==> src/core/ppc_pkg.sv <==
// Constants, register map and field layout of the programmable pin cell
// Notes on behaviour
// - Pad passes delay to plain output, pair optional
// - Output lines muxed to pad driver, optional pair
// - Three-state lines muxed, optional pair, set high-Z
// - Every fabric input except the global force line has a polarity inverter
// - Input-only variant drops all output logic
// - Coarse 0/2000 ps then eight 250 ps taps
// - Storage inputs pick one of four taps
// - Coarse stage shared by both input routes
// - Delay choices frozen once configuration completes
// - Each element: flop or latch, sync or async
// - Flop captures on enabled edge; latch transparent
// - Unconnected enable behaves as always asserted
// - Set/reset forces chosen level, sync or async
// - Reverse forces opposite; both together give zero
// - Output and tri pairs form double-rate muxes
// - Shared upper/lower out clocks; separate input clocks
// - One enable per pair: out, tri, input
// - One set/reset and one reverse drive six
// - Per-element force level; upper governs double-rate; not applied to the input pair
// - Global force loads start value per element
// - Double-rate start zero on one applies both; not applied to the input pair
// - Double-rate input: lower captures on inverse clock
// - Double-rate output: upper/lower clocks, both forwarded
package ppc_pkg;
    // Register byte offsets
    localparam logic [3:0] PPC_OFS_CTRL = 4'h0;
    localparam logic [3:0] PPC_OFS_ELEM = 4'h4;
    localparam logic [3:0] PPC_OFS_INV = 4'h8;
    localparam logic [3:0] PPC_OFS_STAT = 4'hC;
    // Control register fields
    localparam int PPC_C_LOCK = 0;
    localparam int PPC_C_OUT_REG = 1;
    localparam int PPC_C_TRI_REG = 2;
    localparam int PPC_C_DDR_OUT = 3;
    localparam int PPC_C_DDR_TRI = 4;
    localparam int PPC_C_DDR_IN = 5;
    localparam int PPC_C_IN_GATE = 6;
    localparam int PPC_C_OUT_GATE = 7;
    localparam int PPC_C_TRI_GATE = 8;
    localparam int PPC_C_COARSE = 9;
    localparam int PPC_C_ATAP = 10;
    localparam int PPC_C_STAP = 13;
    localparam int PPC_CTRL_W = 15;
    localparam logic [14:0] PPC_CTRL_RST = 15'h0000;
    // Bits of the control word that the lock freezes
    localparam logic [14:0] PPC_DELAY_MASK = 15'h7E00;
    // Element register fields, one bit per element in each byte
    localparam int PPC_E_LATCH = 0;
    localparam int PPC_E_ASYNC = 8;
    localparam int PPC_E_FONE = 16;
    localparam int PPC_E_INIT = 24;
    localparam logic [31:0] PPC_ELEM_RST = 32'h00000000;
    // Element indices
    localparam int PPC_NEL = 6;
    localparam int PPC_EL_IN_U = 0;
    localparam int PPC_EL_IN_L = 1;
    localparam int PPC_EL_OUT_U = 2;
    localparam int PPC_EL_OUT_L = 3;
    localparam int PPC_EL_TRI_U = 4;
    localparam int PPC_EL_TRI_L = 5;
    // Fabric inputs carrying an inverter, in inversion-mask order
    localparam int PPC_NINV = 13;
    localparam logic [12:0] PPC_INV_RST = 13'h0000;
    // Delay line timing
    localparam int PPC_CLK_PS = 8000;
    localparam int PPC_COARSE_PS = 2000;
    localparam int PPC_TAP_PS = 250;
    localparam int PPC_NTAP = 8;
    localparam int PPC_SYNC_STEP = 2;
    localparam int PPC_COARSE_CYC = (PPC_COARSE_PS + PPC_CLK_PS - 1)
        / PPC_CLK_PS;
    localparam int PPC_TAP_CYC = (PPC_TAP_PS + PPC_CLK_PS - 1) / PPC_CLK_PS;
    // AXI responses
    localparam logic [1:0] PPC_RESP_OK = 2'h0;
    localparam logic [1:0] PPC_RESP_SLVERR = 2'h2;
endpackage : ppc_pkg

==> src/core/ppc_pin_cell.sv <==
// Programmable pin cell: delay line, six storage elements, AXI4-Lite regs
//
// Added by the designer: the AXI4-Lite slave port and the register offsets.
`timescale 1ns/1ps
`default_nettype none
module ppc_pin_cell
    import ppc_pkg::*;
#(
    parameter bit HAS_OUTPUT = 1'b1
) (
    // Clock and reset
    input wire logic aclk,
    input wire logic aresetn,
    // AXI4-Lite write
    input wire logic [3:0] s_axi_awaddr,
    input wire logic s_axi_awvalid,
    output logic s_axi_awready,
    input wire logic [31:0] s_axi_wdata,
    input wire logic [3:0] s_axi_wstrb,
    input wire logic s_axi_wvalid,
    output logic s_axi_wready,
    output logic [1:0] s_axi_bresp,
    output logic s_axi_bvalid,
    input wire logic s_axi_bready,
    // AXI4-Lite read
    input wire logic [3:0] s_axi_araddr,
    input wire logic s_axi_arvalid,
    output logic s_axi_arready,
    output logic [31:0] s_axi_rdata,
    output logic [1:0] s_axi_rresp,
    output logic s_axi_rvalid,
    input wire logic s_axi_rready,
    // Pad side
    input wire logic pad_in,
    output logic pad_out,
    output logic pad_oe,
    // Fabric data and control
    input wire logic out_data_upper,
    input wire logic out_data_lower,
    input wire logic tri_ctrl_upper,
    input wire logic tri_ctrl_lower,
    input wire logic out_tri_upper_clock,
    input wire logic out_tri_lower_clock,
    input wire logic in_upper_clock,
    input wire logic in_lower_clock,
    input wire logic out_pair_gate,
    input wire logic tristate_pair_gate,
    input wire logic in_pair_gate,
    input wire logic set_reset_line,
    input wire logic opposite_force_line,
    input wire logic global_force_line,
    // Fabric results
    output logic in_plain,
    output logic in_reg_upper,
    output logic in_reg_lower
);
    // Register state
    logic [PPC_CTRL_W-1:0] ctrl;
    logic [31:0] elem;
    logic [PPC_NINV-1:0] inv;
    logic [1:0] rresp_q;
    logic [31:0] rdata_q;

    // Write decode: address and data taken together
    wire wr_go = s_axi_awvalid && s_axi_wvalid && !s_axi_bvalid;
    wire wr_ctrl = wr_go && s_axi_awaddr == PPC_OFS_CTRL;
    wire wr_elem = wr_go && s_axi_awaddr == PPC_OFS_ELEM;
    wire wr_inv = wr_go && s_axi_awaddr == PPC_OFS_INV;
    wire wr_hit = wr_ctrl || wr_elem || wr_inv;
    wire [31:0] wmask = {{8{s_axi_wstrb[3]}}, {8{s_axi_wstrb[2]}},
        {8{s_axi_wstrb[1]}}, {8{s_axi_wstrb[0]}}};
    wire locked = ctrl[PPC_C_LOCK];
    // Delay bits become read-only once the cell is locked
    wire [14:0] ctrl_wmask = wmask[14:0] &
        (locked ? ~PPC_DELAY_MASK : 15'h7FFF);
    wire [14:0] next_ctrl_raw = (ctrl & ~ctrl_wmask) |
        (s_axi_wdata[14:0] & ctrl_wmask);
    // Lock is sticky until reset
    wire [14:0] next_ctrl = next_ctrl_raw | {14'h0000, locked};
    wire [31:0] next_elem = (elem & ~wmask) | (s_axi_wdata & wmask);
    wire [12:0] next_inv = (inv & ~wmask[12:0]) |
        (s_axi_wdata[12:0] & wmask[12:0]);
    assign s_axi_awready = wr_go;
    assign s_axi_wready = wr_go;
    assign s_axi_arready = !s_axi_rvalid;
    assign s_axi_rdata = rdata_q;
    assign s_axi_rresp = rresp_q;

    // Register writes and write response
    always_ff @(posedge aclk) begin
        if (!aresetn) begin
            ctrl <= PPC_CTRL_RST;
            elem <= PPC_ELEM_RST;
            inv <= PPC_INV_RST;
            s_axi_bvalid <= 1'b0;
            s_axi_bresp <= PPC_RESP_OK;
        end else begin
            if (wr_ctrl) ctrl <= next_ctrl;
            if (wr_elem) elem <= next_elem;
            if (wr_inv) inv <= next_inv;
            if (wr_go) begin
                s_axi_bvalid <= 1'b1;
                s_axi_bresp <= wr_hit ? PPC_RESP_OK : PPC_RESP_SLVERR;
            end else if (s_axi_bready) begin
                s_axi_bvalid <= 1'b0;
            end
        end
    end

    // Fabric inputs with their polarity inverters
    wire [PPC_NINV-1:0] fab_raw = {opposite_force_line, set_reset_line,
        in_pair_gate, tristate_pair_gate, out_pair_gate, in_lower_clock,
        in_upper_clock, out_tri_lower_clock, out_tri_upper_clock,
        tri_ctrl_lower, tri_ctrl_upper, out_data_lower, out_data_upper};
    wire [PPC_NINV-1:0] fab = fab_raw ^ inv;
    wire f_o1 = fab[0];
    wire f_o2 = fab[1];
    wire f_t1 = fab[2];
    wire f_t2 = fab[3];
    wire f_otck1 = fab[4];
    wire f_otck2 = fab[5];
    wire f_ick1 = fab[6];
    wire f_ick2 = fab[7];
    // Unused enables read as asserted
    wire f_oce = fab[8] || !ctrl[PPC_C_OUT_GATE];
    wire f_tce = fab[9] || !ctrl[PPC_C_TRI_GATE];
    wire f_ice = fab[10] || !ctrl[PPC_C_IN_GATE];
    wire f_sr = fab[11];
    wire f_rev = fab[12];

    // Input delay line; sub-cycle taps round up to whole cycles
    localparam int LINE_LEN = PPC_NTAP * PPC_TAP_CYC;
    logic [PPC_COARSE_CYC-1:0] coarse_sh;
    logic [LINE_LEN-1:0] line_sh;
    // Coarse stage feeds both routes, so one enable serves both
    wire stage0 = ctrl[PPC_C_COARSE] ?
        coarse_sh[PPC_COARSE_CYC-1] : pad_in;
    wire [PPC_NTAP-1:0] tap;
    assign tap[0] = stage0;
    genvar k;
    generate
        for (k = 1; k < PPC_NTAP; k++) begin : g_tap
            assign tap[k] = line_sh[k*PPC_TAP_CYC-1];
        end
    endgenerate
    wire [2:0] atap = ctrl[PPC_C_ATAP+2:PPC_C_ATAP];
    wire [1:0] stap = ctrl[PPC_C_STAP+1:PPC_C_STAP];
    // Any of eight taps to the plain path, every second to storage
    assign in_plain = tap[atap];
    wire sync_d = tap[{stap, 1'b0}];

    // Delay line shift; pad level is not reset-dependent
    always_ff @(posedge aclk) begin
        // Oldest sample falls off the end on purpose
        coarse_sh <= PPC_COARSE_CYC'({coarse_sh, pad_in});
        line_sh <= LINE_LEN'({line_sh, stage0});
    end

    // Per-element data, clock level and enable
    wire ddr_out = ctrl[PPC_C_DDR_OUT];
    wire ddr_tri = ctrl[PPC_C_DDR_TRI];
    wire [PPC_NEL-1:0] el_d = {f_t2, f_t1, f_o2, f_o1, sync_d, sync_d};
    // Shared out/tri clocks; lower input uses inverse in double-rate
    wire in_l_ck = ctrl[PPC_C_DDR_IN] ? !f_ick1 : f_ick2;
    wire [PPC_NEL-1:0] el_ck = {f_otck2, f_otck1, f_otck2, f_otck1,
        in_l_ck, f_ick1};
    wire [PPC_NEL-1:0] el_ce = {f_tce, f_tce, f_oce, f_oce,
        f_ice, f_ice};
    wire [5:0] cfg_latch = elem[PPC_E_LATCH+5:PPC_E_LATCH];
    wire [5:0] cfg_async = elem[PPC_E_ASYNC+5:PPC_E_ASYNC];
    wire [5:0] cfg_fone = elem[PPC_E_FONE+5:PPC_E_FONE];
    wire [5:0] cfg_init = elem[PPC_E_INIT+5:PPC_E_INIT];
    // Upper element's force level governs a double-rate out or tri pair
    wire [5:0] fone_eff = {ddr_tri ? cfg_fone[4] : cfg_fone[5],
        cfg_fone[4], ddr_out ? cfg_fone[2] : cfg_fone[3],
        cfg_fone[2:0]};
    // A zero start value on either half zeroes a double-rate out or tri pair
    wire o_init = cfg_init[2] && cfg_init[3];
    wire t_init = cfg_init[4] && cfg_init[5];
    wire [5:0] init_eff = {ddr_tri ? t_init : cfg_init[5],
        ddr_tri ? t_init : cfg_init[4],
        ddr_out ? o_init : cfg_init[3],
        ddr_out ? o_init : cfg_init[2], cfg_init[1:0]};
    // Both force lines drive every element
    wire force_any = f_sr || f_rev;
    wire [5:0] force_val = (f_sr && f_rev) ? 6'h00 :
        (f_sr ? fone_eff : ~fone_eff);

    logic [PPC_NEL-1:0] ck_q;
    logic [PPC_NEL-1:0] q;
    logic [PPC_NEL-1:0] next_q;
    genvar i;
    generate
        for (i = 0; i < PPC_NEL; i++) begin : g_el
            wire present = HAS_OUTPUT || i < 2;
            wire ck_rise = el_ck[i] && !ck_q[i];
            // Latch gate is the clock level; flop uses the rising edge
            wire event_now = cfg_latch[i] ? el_ck[i] : ck_rise;
            always_comb begin
                next_q[i] = q[i];
                if (!present) begin
                    next_q[i] = 1'b0;
                end else if (global_force_line) begin
                    next_q[i] = init_eff[i];
                end else if (force_any && cfg_async[i]) begin
                    next_q[i] = force_val[i];
                end else if (event_now && force_any) begin
                    next_q[i] = force_val[i];
                end else if (event_now && el_ce[i]) begin
                    next_q[i] = el_d[i];
                end
            end
        end
    endgenerate

    // Storage elements and clock-level history
    always_ff @(posedge aclk) begin
        if (!aresetn) begin
            ck_q <= 6'h00;
            q <= 6'h00;
        end else begin
            ck_q <= el_ck;
            q <= next_q;
        end
    end
    assign in_reg_upper = q[PPC_EL_IN_U];
    assign in_reg_lower = q[PPC_EL_IN_L];

    // Output and tri muxes; upper half while upper clock is high
    wire o_sel_u = !ddr_out || f_otck1;
    wire t_sel_u = !ddr_tri || f_otck1;
    wire o_a = ctrl[PPC_C_OUT_REG] ? q[PPC_EL_OUT_U] : f_o1;
    wire o_b = ctrl[PPC_C_OUT_REG] ? q[PPC_EL_OUT_L] : f_o2;
    wire t_a = ctrl[PPC_C_TRI_REG] ? q[PPC_EL_TRI_U] : f_t1;
    wire t_b = ctrl[PPC_C_TRI_REG] ? q[PPC_EL_TRI_L] : f_t2;
    wire out_val = o_sel_u ? o_a : o_b;
    wire tri_val = t_sel_u ? t_a : t_b;
    // High tri value releases the pad; input-only cell never drives
    assign pad_out = HAS_OUTPUT && out_val;
    assign pad_oe = HAS_OUTPUT && !tri_val;

    // Read path: status word shows live element state
    wire [31:0] stat_word = {22'h000000, pad_oe, pad_in, in_plain,
        1'b0, q};
    wire rd_ok = s_axi_araddr == PPC_OFS_CTRL ||
        s_axi_araddr == PPC_OFS_ELEM || s_axi_araddr == PPC_OFS_INV ||
        s_axi_araddr == PPC_OFS_STAT;
    wire [31:0] rd_word = (s_axi_araddr == PPC_OFS_CTRL) ?
        {17'h00000, ctrl} : (s_axi_araddr == PPC_OFS_ELEM) ? elem :
        (s_axi_araddr == PPC_OFS_INV) ? {19'h00000, inv} :
        (s_axi_araddr == PPC_OFS_STAT) ? stat_word : 32'h00000000;

    // Read data register
    always_ff @(posedge aclk) begin
        if (!aresetn) begin
            s_axi_rvalid <= 1'b0;
            rdata_q <= 32'h00000000;
            rresp_q <= PPC_RESP_OK;
        end else if (s_axi_arvalid && !s_axi_rvalid) begin
            s_axi_rvalid <= 1'b1;
            rdata_q <= rd_word;
            rresp_q <= rd_ok ? PPC_RESP_OK : PPC_RESP_SLVERR;
        end else if (s_axi_rready) begin
            s_axi_rvalid <= 1'b0;
        end
    end
endmodule : ppc_pin_cell
`default_nettype wire

==> config.mk <==
export PLATFORM = sky130hd
export DESIGN_NAME = ppc_pin_cell
export DESIGN_NICKNAME = d
export VERILOG_FILES = /design/src/core/ppc_pkg.sv /design/src/core/ppc_pin_cell.sv
export SDC_FILE = /design/constraint.sdc
export NUM_CORES = 1
export LEC_CHECK = 0
export BUFFER_PORTS_ARGS = -buffer_cell sky130_fd_sc_hd__buf_4
export CORE_ASPECT_RATIO = 0.9
export CORE_MARGIN = 8
export CORE_UTILIZATION = 35
export CTS_CLUSTER_SIZE = 24
export DETAILED_ROUTE_END_ITERATION = 8
export SYNTH_ARGS = -nofsm -noshare
export SYNTH_HDL_FRONTEND = slang
export SYNTH_SLANG_ARGS = --single-unit
==> constraint.sdc <==
create_clock -name aclk -period 2.35 [get_ports aclk]
set_clock_uncertainty 0.15 [all_clocks]
set_input_delay 0.1175 -clock aclk [delete_from_list [all_inputs] [get_ports aclk]]
set_output_delay 0.1175 -clock aclk [all_outputs]
set_load 0.01 [all_outputs]
==> PnR_summary.wiki <==
{| class="wikitable"
! Metric !! Value
|-
| Critical path data arrival time || 2010 ps
|-
| Critical path, cell by cell || mux2_4, mux4_2, mux2_2, buf_4
|-
| CP endpoint kind || primary output
|-
| Remaining antenna violation count || 0
|-
| Worst-path clk slew || 50 ps
|-
| Adder-cell share of the synthesized area || 0%
|-
| Slowest stage delay, CP || around 440 ps
|-
| Root Buffer Master || clkbuf_16
|-
| GRT overflow || 0
|-
| Number of distinct standard cells referenced by the synthesized netlist || 56
|-
| Power density over the cells || 692 nW/µm²
|-
| Worst Path Class, Setup || flip-flop to primary output
|-
| Fin util || 51.9%
|-
| Placeable core region || 14100 µm²
|-
| Growth of design area from synthesis to finish || 44.3%
|-
| Ports placed on the boundary || 112
|-
| Minimum clock period || 2280 ps
|-
| Sequential cell area fraction in the yosys report || 45.1%
|-
| Synthesized-area fraction occupied by and/or/nand/nor cells || 17.1%
|-
| Width of the chip || 143 µm
|-
| Total GRT Usage || 18.1%
|-
| Endpoints failing hold || 0
|-
| Placer Congestion || 0.942
|-
| Lkg Pwr || between 0.002 and 0.003 µW
|-
| Worst Max-Slew Pin Slew || 806 ps
|-
| Number of nets at the end of the flow || 792
|-
| Clock sink count || 114
|-
| Most common library cell in the layout ignoring fill and taps || buf_4
|-
| Main synth FF type || dfxtp_1
|-
| Mean area per synthesized cell || around 9.0 µm²
|-
| Multiplexer area fraction after synthesis || 12.1%
|-
| Xor and xnor fraction of the mapped netlist area || 2.77%
|-
| DRT Wirelength || between 15000 and 20000 µm
|-
| Max-slew headroom at the worst pin || 46.1%
|-
| Count of flip-flops with a built-in enable after synthesis || 0
|-
| Dpl hpwl || 11900 µm
|-
| H-tree levels || 4
|-
| Post-synth ARST share || 0%
|-
| Library cell contributing the largest single delay on the critical path || mux4_2
|-
| Ranking of synthesized cells by area || dfxtp_1 45%, mux2i_1 7.5%, a21oi_1 4.7%
|-
| Area leader, netlist || dfxtp_1
|-
| Proportion of layout cells with a drive suffix above 1 || between 20% and 30%
|-
| Unrepaired setup endpoints after global routing || no
|-
| CTS tree || yes
|-
| FP Rows || 41
|-
| Setup Fix Bufs, Post-CTS || 0
|-
| Number of cells produced by synthesis || 561
|-
| Max_cap viols || 0
|-
| Peak supply drop || about 0.00046 V
|-
| Global-route wire length before repair || 26200 µm
|-
| Clock buffers created by TritonCTS || 17
|-
| Critical path fanouts, max || 3
|-
| Final period util || 96.9%
|-
| Port-buffer cells || approximately 110
|-
| Leading cell types in the layout, fill and taps excluded || 118 x buf_4, 114 x dfxtp_1, 64 x dlygate4sd3_1, 62 x nor2_1, 48 x nand2_1
|-
| Pins over their slew limit || 0
|-
| Total inserted antenna cells || 0
|-
| Vias in the first global route || 4924
|-
| Synth Area in Compound Gates || 18.1%
|-
| Initial cell density of the core || 36.0%
|-
| Maximum number of pins on one net before global-route repair || 45
|-
| Top cell type's share of synthesized area || 45.1%
|-
| Data required, critical path || around 2100 ps
|-
| Layout Cells excl Fill || between 900 and 1000
|-
| Die extent in y || 130 µm
|-
| Outcome || complete, no violations
|-
| Yosys reg bits || 114
|-
| Average vias per placed instance || 5.21
|-
| Number of warnings reported in the yosys synthesis log || 0
|-
| Setup violations, final || 0
|-
| Drc violations || 0
|-
| Worst hold path type || input pin to flip-flop
|-
| Cell total after placement || about 840
|-
| CTS max path bufs || 2
|-
| Cell Area, Synth || 5050 µm²
|-
| Main combinational cell family by area after synthesis || compound AO/OA/AOI/OAI gates
|-
| Wire length per cell after detailed routing || 17.9 µm
|-
| Element type at the critical path start || flip-flop
|-
| Detailed-router iteration count before antenna repair || 5
|-
| Via Count || 4853
|-
| Max Clk Rate || 439 MHz
|-
| TNS Setup || 0 ps
|-
| Die outline area || 18500 µm²
|-
| Pwr Total || 5050 µW
|-
| Initial antenna violation count || 0
|-
| Number of violations reported at the end of detailed-routing iteration 0 || 413
|-
| Latest clock arrival within the worst-skew pair || about 420 ps
|}
## cell type report
| type | instances | area [µm²] |
|---|---|---|
| clock buffers | 20 | 447 |
| clock inverters | 11 | 138 |
| fillers | 1290 | 6760 |
| inverters | 20 | 75.1 |
| multi-input cells | 389 | 2540 |
| flip-flops and latches | 114 | 2280 |
| well taps | 193 | 241 |
| repair buffers | 184 | 1570 |
## per-stage QoR
| step | setup slack (ps) | hold WS [ps] | area [µm²] |
|---|---|---|---|
| after floorplan | 387 | -4.78 | 5060 |
| after global placement | 356 | 105 | 6060 |
| after detailed placement | 270 | 105 | 6060 |
| after CTS | 57.0 | 29.0 | 7290 |
| after global routing | 16.3 | 96.4 | 7290 |
| final | 72.8 | 31.1 | 7290 |
## synth_stat cells (all sizes together), types with 2 or more instances
master and n:
buf 10, nand2b 8, nor3 5, and2 5, a21oi 47, or4 2
o21ai 9, nand2 48, xor2 8, nand3 36, a22oi 22, o221ai 3
a31oi 3, a211o 2, o21bai 2, o2111ai 2, clkbuf 29, mux4 5
a22o 7, a221oi 8, a211oi 11, o211ai 7, a31o 2, nor2 62
mux2 10, xnor2 8, nor4 4, mux2i 38, dfxtp 114, a221o 2
nor2b 6, inv 20
## path summary, 6_finish.rpt
kind,from,end,slack (ps),cells past startpoint
setup / recovery,flip-flop,in_plain,70,4
hold / removal,s_axi_awvalid,s_axi_bresp[1]$_SDFFE_PN0P_,30,4
setup reg to reg,flip-flop,q[4]$_SDFFE_PN0P_,230,5
hold reg to reg,line_sh[2]$_DFF_P_,line_sh[3]$_DFF_P_,210,0
## worst max-delay path: cells and delay by family (launching register included)
kind / cells / cell delay [ps]
buf+inv: 1 / 160
mux: 3 / 1070
flops: 1 / 370
## where the power goes
part	total [µW]	leakage, µW	internal (µW)	switching (µW)
sequential	1990	0.000925	1970	22.9
combinational	481	0.00164	234	247
clock	2570	0.000281	1680	897
## logic make-up (layout without fill, tap and decap cells)
kind of cell | count (synthesis) | in the layout
compound gates | 135 | 135
simple gates | 183 | 183
flops | 114 | 114
mux | 53 | 53
xor+xnor | 16 | 16
other cells | 1 | 2
buf+inv | 59 | 235
## what timing repair did
| action | 4_1_cts | 5_1_grt |
|---|---|---|
| hold endpoints to repair | 76 | 0 |
| endpoints found under the setup margin | 0 | 1 |
| gates resized for setup | 0 | 1 |
| hold buffers | 64 | 0 |
## per-layer routing
metal  up-vias  wire, µm  global-route usage [%]
met2       152      8120                    30.2
met1      2342      7260                    22.0
li1       2333         -                       -
met5         -         0                       0
met3        26       957                    4.71
met4         0       303                    7.24
(Power assumes the default switching activity.)
